$ cat src/hw/hpvc_pkg.sv
// constants and types for the headphone volume and analog path control block
package hpvc_pkg;
   localparam int ADDR_W = 7;
   localparam int DATA_W = 9;
   localparam int GAIN_W = 7;
   localparam logic [6:0] ADDR_LEFT_PHONES  = 7'h02;
   localparam logic [6:0] ADDR_RIGHT_PHONES = 7'h03;
   localparam logic [6:0] ADDR_ANALOG_PATH  = 7'h04;
   localparam int GAIN_LSB        = 0;
   localparam int GAIN_MSB        = 6;
   localparam int ZC_ENABLE_BIT   = 7;
   localparam int COPY_BIT        = 8;
   localparam int MIC_SELECT_BIT  = 2;
   localparam int BYPASS_BIT      = 3;
   localparam int DAC_SELECT_BIT  = 4;
   localparam int SIDETONE_BIT    = 5;
   localparam int ATTEN_LSB       = 6;
   localparam int ATTEN_MSB       = 7;
   localparam logic [6:0] GAIN_RESET     = 7'h79;
   localparam logic [6:0] GAIN_MUTE_BELOW = 7'h30;
   localparam logic       ZC_RESET       = 1'h0;
   localparam logic       BYPASS_RESET   = 1'h1;
   localparam logic       SIDETONE_RESET = 1'h0;
   localparam logic [1:0] ATTEN_RESET    = 2'h0;
   localparam logic       MIC_SEL_RESET  = 1'h0;
   localparam logic       DAC_SEL_RESET  = 1'h0;
   localparam logic [8:0] PATH_SPARE_RESET = 9'h000;
endpackage

$ cat src/hw/hpvc_chan_if.sv
// per-channel load request from the register decoder to a gain channel
`timescale 1ns/1ps
interface hpvc_chan_if;
   logic       load;
   logic [6:0] gain;
   logic       zc_enable;
   modport src (output load, output gain, output zc_enable);
   modport dst (input load, input gain, input zc_enable);
endinterface

$ cat src/hw/hpvc_top.sv
// headphone volume and analog path control register bank
// Contract
// - each headphone channel holds a 7-bit log gain, 1 dB steps, +6 to -73 dB.
// - gain codes below 0110000 mute the channel.
// - both gains reset to 1111001 (0 dB), in bits 6:0.
// - left and right have separate registers and change independently.
// - with zero-cross on, new gain applies only when input is near ground.
// - gated update never times out; steady dc keeps it pending.
// - bit 7 of the volume write enables zero-cross; default off.
// - a write with zero-cross off applies at once; host may resend to unblock.
// - bit 8 in a left write also loads gain and enable into right.
// - bit 8 in a right write also loads gain and enable into left.
// - bypass is path bit 3, routes line inputs out, resets to 1.
// - volume controls and mutes still act on the bypass signal.
// - sidetone is path bit 5, routes microphone out, resets to 0.
// - bits 7:6 pick sidetone attenuation -6/-9/-12/-15 dB, reset 00.
// - mic boost and phone volume stay effective; host deselects others.
`timescale 1ns/1ps
module hpvc_top (
   input  wire logic       mclk,
   input  wire logic       rst,
   input  wire logic       wr_strobe,
   input  wire logic [6:0] wr_addr,
   input  wire logic [8:0] wr_data,
   input  wire logic [6:0] rd_addr,
   output logic [8:0]      rd_data,
   input  wire logic       left_near_ground,
   input  wire logic       right_near_ground,
   output logic [6:0]      left_phones_gain,
   output logic [6:0]      right_phones_gain,
   output logic            left_phones_mute,
   output logic            right_phones_mute,
   output logic            left_gain_pending,
   output logic            right_gain_pending,
   output logic            bypass_enable,
   output logic            sidetone_enable,
   output logic [1:0]      mic_monitor_atten,
   output logic            converter_to_line_select,
   output logic            mic_input_select
);
   // index 0 is the left channel, index 1 the right
   hpvc_chan_if chan_req [2] ();

   wire       wr_left;
   wire       wr_right;
   wire       wr_path;
   wire [6:0] data_gain;
   wire       data_zc;
   wire       data_copy;
   wire [1:0] chan_load;
   wire [1:0] chan_near_ground;
   wire [6:0] chan_written [2];
   wire [1:0] chan_zc;
   wire [6:0] chan_applied [2];
   wire [1:0] chan_mute;
   wire [1:0] chan_pend;

   // the serial control front end hands over whole words
   assign wr_left   = wr_strobe && (wr_addr == hpvc_pkg::ADDR_LEFT_PHONES);
   assign wr_right  = wr_strobe && (wr_addr == hpvc_pkg::ADDR_RIGHT_PHONES);
   assign wr_path   = wr_strobe && (wr_addr == hpvc_pkg::ADDR_ANALOG_PATH);
   assign data_gain = wr_data[hpvc_pkg::GAIN_MSB:hpvc_pkg::GAIN_LSB];
   assign data_zc   = wr_data[hpvc_pkg::ZC_ENABLE_BIT];
   assign data_copy = wr_data[hpvc_pkg::COPY_BIT];

   // both writes never arrive together, so one source word feeds both loads
   assign chan_load[0]     = wr_left || (wr_right && data_copy);
   assign chan_load[1]     = wr_right || (wr_left && data_copy);
   assign chan_near_ground = {right_near_ground, left_near_ground};

   for (genvar ch = 0; ch < 2; ch++) begin : g_chan
      assign chan_req[ch].load      = chan_load[ch];
      assign chan_req[ch].gain      = data_gain;
      assign chan_req[ch].zc_enable = data_zc;

      hpvc_channel hpvc_channel_i (
         .mclk         (mclk),
         .rst          (rst),
         .req          (chan_req[ch]),
         .near_ground  (chan_near_ground[ch]),
         .written_gain (chan_written[ch]),
         .zc_enable    (chan_zc[ch]),
         .applied_gain (chan_applied[ch]),
         .muted        (chan_mute[ch]),
         .pending      (chan_pend[ch])
      );
   end

   // analog path register; bit 8 and bits 2..0 other than input select unused
   always_ff @(posedge mclk or posedge rst) begin
      if (rst) begin
         bypass_enable            <= hpvc_pkg::BYPASS_RESET;
         sidetone_enable          <= hpvc_pkg::SIDETONE_RESET;
         mic_monitor_atten        <= hpvc_pkg::ATTEN_RESET;
         converter_to_line_select <= hpvc_pkg::DAC_SEL_RESET;
         mic_input_select         <= hpvc_pkg::MIC_SEL_RESET;
      end else if (wr_path) begin
         bypass_enable            <= wr_data[hpvc_pkg::BYPASS_BIT];
         sidetone_enable          <= wr_data[hpvc_pkg::SIDETONE_BIT];
         mic_monitor_atten        <= wr_data[hpvc_pkg::ATTEN_MSB:hpvc_pkg::ATTEN_LSB];
         converter_to_line_select <= wr_data[hpvc_pkg::DAC_SELECT_BIT];
         mic_input_select         <= wr_data[hpvc_pkg::MIC_SELECT_BIT];
      end
   end

   // gain outputs stay live whatever the routing, so volume governs bypass
   // and sidetone signals too
   always_ff @(posedge mclk or posedge rst) begin
      if (rst) begin
         left_phones_gain   <= hpvc_pkg::GAIN_RESET;
         right_phones_gain  <= hpvc_pkg::GAIN_RESET;
         left_phones_mute   <= 1'h0;
         right_phones_mute  <= 1'h0;
         left_gain_pending  <= 1'h0;
         right_gain_pending <= 1'h0;
      end else begin
         left_phones_gain   <= chan_applied[0];
         right_phones_gain  <= chan_applied[1];
         left_phones_mute   <= chan_mute[0];
         right_phones_mute  <= chan_mute[1];
         left_gain_pending  <= chan_pend[0];
         right_gain_pending <= chan_pend[1];
      end
   end

   // readback shows the written settings; copy bits are write-only actions
   logic [8:0] next_rd_data;
   always_comb begin
      case (rd_addr)
         hpvc_pkg::ADDR_LEFT_PHONES:  next_rd_data = {1'h0, chan_zc[0], chan_written[0]};
         hpvc_pkg::ADDR_RIGHT_PHONES: next_rd_data = {1'h0, chan_zc[1], chan_written[1]};
         hpvc_pkg::ADDR_ANALOG_PATH:  next_rd_data = {1'h0, mic_monitor_atten,
                                                      sidetone_enable,
                                                      converter_to_line_select,
                                                      bypass_enable,
                                                      mic_input_select, 2'h0};
         default:                     next_rd_data = 9'h000;
      endcase
   end

   always_ff @(posedge mclk or posedge rst) begin
      if (rst) begin
         rd_data <= 9'h000;
      end else begin
         rd_data <= next_rd_data;
      end
   end
endmodule

$ cat src/hw/hpvc_channel.sv
// one headphone channel: written settings, pending gain and applied gain
`timescale 1ns/1ps
module hpvc_channel (
   input  wire logic  mclk,
   input  wire logic  rst,
   hpvc_chan_if.dst   req,
   input  wire logic  near_ground,
   output logic [6:0] written_gain,
   output logic       zc_enable,
   output logic [6:0] applied_gain,
   output logic       muted,
   output logic       pending
);
   wire apply_now;
   wire apply_held;
   // gating is decided by the enable carried in this very write
   assign apply_now  = req.load && !req.zc_enable;
   // no timeout: a held gain waits for the analog stage as long as it takes
   assign apply_held = pending && near_ground && !req.load;

   always_ff @(posedge mclk or posedge rst) begin
      if (rst) begin
         written_gain <= hpvc_pkg::GAIN_RESET;
         zc_enable    <= hpvc_pkg::ZC_RESET;
         applied_gain <= hpvc_pkg::GAIN_RESET;
         pending      <= 1'h0;
      end else begin
         if (req.load) begin
            written_gain <= req.gain;
            zc_enable    <= req.zc_enable;
         end
         if (apply_now) begin
            applied_gain <= req.gain;
            pending      <= 1'h0;
         end else if (req.load) begin
            pending      <= 1'h1;
         end else if (apply_held) begin
            applied_gain <= written_gain;
            pending      <= 1'h0;
         end
      end
   end

   // low codes mute instead of setting a gain
   assign muted = applied_gain < hpvc_pkg::GAIN_MUTE_BELOW;
endmodule

$ cat config.mk
export PLATFORM = sky130hd
export DESIGN_NAME = hpvc_top
export DESIGN_NICKNAME = d
export VERILOG_FILES = /design/src/hw/hpvc_pkg.sv /design/src/hw/hpvc_chan_if.sv /design/src/hw/hpvc_top.sv /design/src/hw/hpvc_channel.sv
export SDC_FILE = /design/constraint.sdc
export NUM_CORES = 1
export LEC_CHECK = 0
export ABC_CLOCK_PERIOD_IN_PS = 2600
export BUFFER_PORTS_ARGS = -buffer_cell sky130_fd_sc_hd__buf_4
export CAP_MARGIN = 5
export CORE_ASPECT_RATIO = 1.1
export CORE_MARGIN = 10
export CORE_UTILIZATION = 45
export CTS_CLUSTER_DIAMETER = 100
export DETAILED_ROUTE_END_ITERATION = 7
export GPL_TIMING_DRIVEN = 1
export PLACE_DENSITY = 0.77
export SYNTH_ARGS = -nofsm -noshare
export SYNTH_HDL_FRONTEND = slang
export SYNTH_HIERARCHICAL = 1
export SYNTH_SLANG_ARGS = --single-unit
$ cat constraint.sdc
create_clock -name mclk -period 2.6 [get_ports mclk]
set_input_delay 0.26 -clock mclk [delete_from_list [all_inputs] [get_ports mclk]]
set_output_delay 0.26 -clock mclk [all_outputs]
set_load 0.02 [all_outputs]
### Word level (Yosys, flattened, before mapping)

Index checks and enable logic that the tools add are counted.

| cells by class | value |
|---|---|
| muxes and demuxes | 13 |
| eq/ne operators | 8 |
| reduce and logical (&&, ||, !) cells | 22 |
| order comparisons | 2 |

Operators with widths:

| operator | number |
|---|---|
| $mux 7 | 6 |
| $eq 7x2->1 const B | 4 |
| $pmux 8 s3 | 1 |
| $eq 7x3->1 const B | 2 |
| $lt 7x6->1 const B | 2 |
| $logic_and 1x1->1 | 11 |
| $mux 1 | 6 |
| $reduce_bool 3->1 | 2 |
| $ne 2x2->1 const B | 2 |
| $reduce_and 2->1 | 2 |
| $reduce_bool 2->1 | 2 |
| $logic_not 1->1 | 3 |
| $logic_or 1x1->1 | 2 |

| storage, ports and cells | value |
|---|---|
| input bits | 28 |
| output and inout port bits | 33 |
| logic and storage cells | 65 |
| bits in registers | 65 |

### Logic depth before layout (Yosys ltp)

| logic depth | value |
|---|---|
| depth in word-level cells | 9 |
| depth in mapped cells | 6 |
| depth with buffers taken out | 5 |

### By module

Netlist, hierarchy kept.

Modules (own cells, without submodules):

| module | seq. area each (sq um) | cells an instance | instances | area an instance (sq um) |
|---|---|---|---|---|
| hpvc_channel | 412.9 | 63 | 2 | 802.0 |
| hpvc_top | 814.5 | 78 | 1 | 1201.2 |

### Worst setup path after synthesis

No wires, ideal clock.

| timing | value |
|---|---|
| kind | input to register |
| start | in wr_addr[3] |
| end | reg g_chan[0].hpvc_channel_i.written_gain[1] |
| setup time | 0.125 ns |
| data arrival time | 1.609 ns |
| setup slack | 0.866 ns |
| required time | 2.475 ns |
| cell stages on the path | 5 |
| buffers on the path | 1 |
| cells stage by stage | nor4b_1 -> nand3_1 -> a21oi_1 -> buf_6 -> mux2_2 |

| between the ends | value |
|---|---|
| cells in the longest elaborated chain, start to end | 4 |
| elaborated cells on any way between the ends | 6 |
| classes of those cells | 2 x eq/ne; 4 x reduce/logical |

RTL lines:

| element | line | source |
|---|---|---|
| start: declaration | hpvc_top.sv:23 | `input wire logic [6:0] wr_addr,` |
| $eq 7x2->1 | hpvc_top.sv:60 | `assign wr_right = wr_strobe && (wr_addr == hpvc_pkg::ADDR_RIGHT_PHONES);` |
| $logic_and 1x1->1 | hpvc_top.sv:60 |  |
| $logic_and 1x1->1 | hpvc_top.sv:67 | `assign chan_load[0] = wr_left \|\| (wr_right && data_copy);` |
| $logic_or 1x1->1 * | hpvc_top.sv:67 |  |
| via chan_req[0].load | hpvc_chan_if.sv:4 | `logic load;` |
| end signal: assignment | hpvc_channel.sv:23 | `written_gain <= hpvc_pkg::GAIN_RESET;` |
| end signal: assignment | hpvc_channel.sv:29 | `written_gain <= req.gain;` |
| end: declaration | hpvc_channel.sv:8 | `output logic [6:0] written_gain,` |

The timed path passes the listed nets; every way through them passes the cells marked *.
A chain may end at the register's enable or synchronous reset.

### Final worst setup path

| timing | value |
|---|---|
| start | in wr_addr[3] |
| end | reg g_chan[0].hpvc_channel_i.applied_gain[3] |

| between the ends | value |
|---|---|
| cells in the longest elaborated chain, start to end | 8 |
| elaborated cells on any way between the ends | 13 |
| classes of those cells | 3 x eq/ne; 1 x mux; 9 x reduce/logical |

RTL lines:

| element | line | source |
|---|---|---|
| $eq 7x2->1 | hpvc_top.sv:60 |  |
| $logic_and 1x1->1 | hpvc_top.sv:60 |  |
| $logic_and 1x1->1 | hpvc_top.sv:67 |  |
| $logic_or 1x1->1 * | hpvc_top.sv:67 |  |
| via chan_req[0].load | hpvc_chan_if.sv:4 |  |
| $logic_not 1->1 | hpvc_channel.sv:19 | `assign apply_held = pending && near_ground && !req.load;` |
| $logic_and 1x1->1 | hpvc_channel.sv:19 |  |
| $reduce_bool 2->1 (no line) | - |  |
| $reduce_and 2->1 (no line) | - |  |
| end signal: assignment | hpvc_channel.sv:25 | `applied_gain <= hpvc_pkg::GAIN_RESET;` |
| end signal: assignment | hpvc_channel.sv:33 | `applied_gain <= req.gain;` |
| end signal: assignment | hpvc_channel.sv:38 | `applied_gain <= written_gain;` |
| end: declaration | hpvc_channel.sv:10 | `output logic [6:0] applied_gain,` |

Marks and branches as above.

==> out/metrics.csv <==
metric;value;unit
number of global-route vias before repair;2063;
XOR/XNOR Fraction of Synth Area;0;
largest family of logic cells by synthesized area;simple AND/OR/NAND/NOR gates;
DIE AREA;9800;um^2
CP top delay family;simple AND/OR/NAND/NOR gates;
IO Pins;61;
Finished Cell Area;3500;um^2
drt first pass iters;4;
adder-cell share of the synthesized area;0;
Comb power frac;0.143;
critical-path cell list;buf_4 -> nor4b_1 -> nand3_1 -> a21oi_1 -> buf_4 -> nand2b_2 -> a311oi_1;
Synth Area in Compound Gates;0.0723;
crit-path max FO;26;
Worst VDD drop;0.283;mV
Hold EP;g_chan[0].hpvc_channel_i/written_gain[1]$_DFFE_PP0P_;
largest net degree at the start of global routing;27;
Sw Share;0.250;
minimum clock period;1.57;ns
number of inserted diodes;0;
Netlist cell types;30;
Chip Width;95.3;um
Slowest-stage cell, CP;a311oi_1;
Psw;618;uW
CP Class;primary input to register;
clock power share;0.357;
starting density of the core;0.458;
Cell Int Power;1850;uW
Total Power;2470;uW
CTS tree;yes;
Register Area;1640;um^2
initial antenna violation count;0;
Crit. End Element;register;
Area Overhead vs Synth;24.7;%
most common cell after layout, fill and taps aside;buf_4;
leading cell types in the layout, fill and taps excluded;buf_4, dfrtp_1, dfstp_2;
TritonCTS Buffers;9;
CP required;2.83;ns
maxcap violations;0;
final worst path period share;0.605;
DR WL/cell;18.5;um
worst slew pin tran;0.712;ns
synthesized flop and latch total;64;
HPWL after DPL;4730;um
yosys warns;6;
via count;1903;
global-route wire length before repair;10600;um
Hold Crit Class;primary input to register;
total gr overflow;0;
Max Fclk;635;MHz
buffers added on ports;59;
worst reg2reg endpoint;g_chan[0].hpvc_channel_i/applied_gain[3]$_DFFE_PP1P_;
max-slew violation count;0;
worst r2r src;g_chan[0].hpvc_channel_i/pending$_DFFE_PP0P_;
layout cells sized above 1;0.518;
post-synthesis mux area share;0.112;
Worst Setup Start Kind;primary input;
Max stage delay on crit path;0.38;ns
# fillers;503;
post-route setup TNS;0;ns
Max H-tree Level;3;
initial drt markers;95;
Worst Setup Slack, final;1.03;ns
Slew HR;0.525;
routed wire length;6550;um
row count;30;
status;completed;
hold_sp;wr_data[1];
Final #Nets;297;
CTS clk-pin slew, worst paths;0.07;ns
leakage;0.00168;uW
cell area after synthesis;2810;um^2
cell count after synthesis;204;
flop-to-flop setup slack;1.38;ns
Skew-Pair Late Insertion Delay;0.35;ns
Mean Syn Cell Area;13.8;um^2
Seq pwr share;0.500;
clk buf depth;2;
Final ANT Viol Nets;0;
Worst Path Arrival;1.80;ns
simple logic cell fraction of the synthesized area;0.171;
area of the multi-input gates;998;um^2
worst slack, placed;0.763;ns
Top cell by count, worst path;buf_4;
routability cong.;0.812;
Buf+Inv Stages, Crit Path;2;
Post-Place Cell Area;3280;um^2
share of the yosys chip area belonging to registers;0.585;
setup violators final;0;
DRC errors left;0;
Worst R2R Path Depth;2;
Core ar.;6120;um^2
Fin Clk Skew;0.00806;ns
Die H;103;um
PwrDens;707;nW/um^2
RSZ-0062 raised after global routing;false;
Tot GR Track Use;0.142;
Hold Vio Cnt, Final;0;
WHS Path Cells;2;
syn nets;232;
CTS sink count;64;
Via-to-Cell Ratio;5.38;
clock root buffer;clkbuf_8;
## cell type report
cell class / count / area share
sequential: 64 / 0.469
multi-input combinational: 111 / 0.285
tap: 80 / 0.0286
inverter: 20 / 0.0215
timing repair buffer: 63 / 0.136
clock buffer: 13 / 0.0483
clock inverter: 3 / 0.0114
## synth_stat cells, drive strengths merged
cell type,count,share of area
nor2b,1,0.0022
nand4b,1,0.0085
inv,20,0.027
dfstp,31,0.29
nor4bb,10,0.036
nand3,1,0.0018
nand2b,5,0.016
a22oi,6,0.016
and4bb,4,0.018
nand2,2,0.0027
nor4b,2,0.012
a311oi,14,0.044
dfrtp,33,0.29
mux2,26,0.10
o21ai,4,0.0071
buf,9,0.033
or4,1,0.0040
nor2,11,0.015
a21oi,3,0.0054
nand3b,2,0.014
mux2i,2,0.0071
nor3b,15,0.042
conb,1,0.0013
## worst max-delay path by stage
stage                                                                       to  depth (start not counted)  startpoint  slack [ns]
after detailed placement  g_chan[0].hpvc_channel_i/applied_gain[3]$_DFFE_PP1P_                          7  wr_addr[3]        0.76
final                     g_chan[0].hpvc_channel_i/applied_gain[3]$_DFFE_PP1P_                          7  wr_addr[3]        1.03
after global routing      g_chan[1].hpvc_channel_i/applied_gain[6]$_DFFE_PP1P_                          7  wr_addr[3]        0.98
after CTS                 g_chan[0].hpvc_channel_i/applied_gain[3]$_DFFE_PP1P_                          7  wr_addr[3]        1.10
after global placement    g_chan[0].hpvc_channel_i/applied_gain[0]$_DFFE_PP1P_                          7  wr_addr[3]        0.85
after floorplan           g_chan[0].hpvc_channel_i/written_gain[1]$_DFFE_PP0P_                          5  wr_addr[3]        0.87
## logic make-up (layout without fill, tap and decap cells)
kind of cell | Yosys count | count (layout)
DFF | 64 | 64
and+or+nand+nor | 55 | 55
buffers and inverters | 29 | 99
AOI/OAI and AO/OA | 27 | 27
muxes | 28 | 28
other | 1 | 1
## per-layer routing
metal | track usage | routed length [um]
met1 | 0.171 | 2740
met2 | 0.218 | 3200
met3 | 0.0422 | 488
met4 | 0.0864 | 121
met5 | 0 | 0
## sequential cells by signal (all words and copies together) (netlist names), 2 cells and up
name / cells
g_chan.hpvc_channel_i/applied_gain: 14
g_chan.hpvc_channel_i/written_gain: 14
rd_data: 8
left_phones_gain: 7
right_phones_gain: 7
g_chan.hpvc_channel_i/pending: 2
g_chan.hpvc_channel_i/zc_enable: 2
mic_monitor_atten: 2
## metrics by stage
stage | cells | hold slack (ns) | utilization
floorplan | 204 | 0.167 | -
global placement | 337 | 0.231 | 0.536
detailed placement | 337 | 0.242 | 0.536
CTS | 354 | 0.173 | 0.572
global route | 354 | 0.181 | 0.572
finish | 354 | 0.188 | 0.572
## power groups by stage
stage	sequential, uW	clock [uW]	combinational (uW)
2_1_floorplan	1300	0	135
3_3_place_gp	1250	0	346
3_5_place_dp	1260	0	357
4_1_cts	1240	906	359
5_1_grt	1250	951	384
6_report	1240	882	353
## timing repair
item                                   in CTS  in global routing
hold buffers                                1                  0
endpoints found under the hold margin       5                  0
gates resized for setup                     0                  0
setup buffers                               0                  0
No activity file was read; power rests on OpenSTA's default activity.
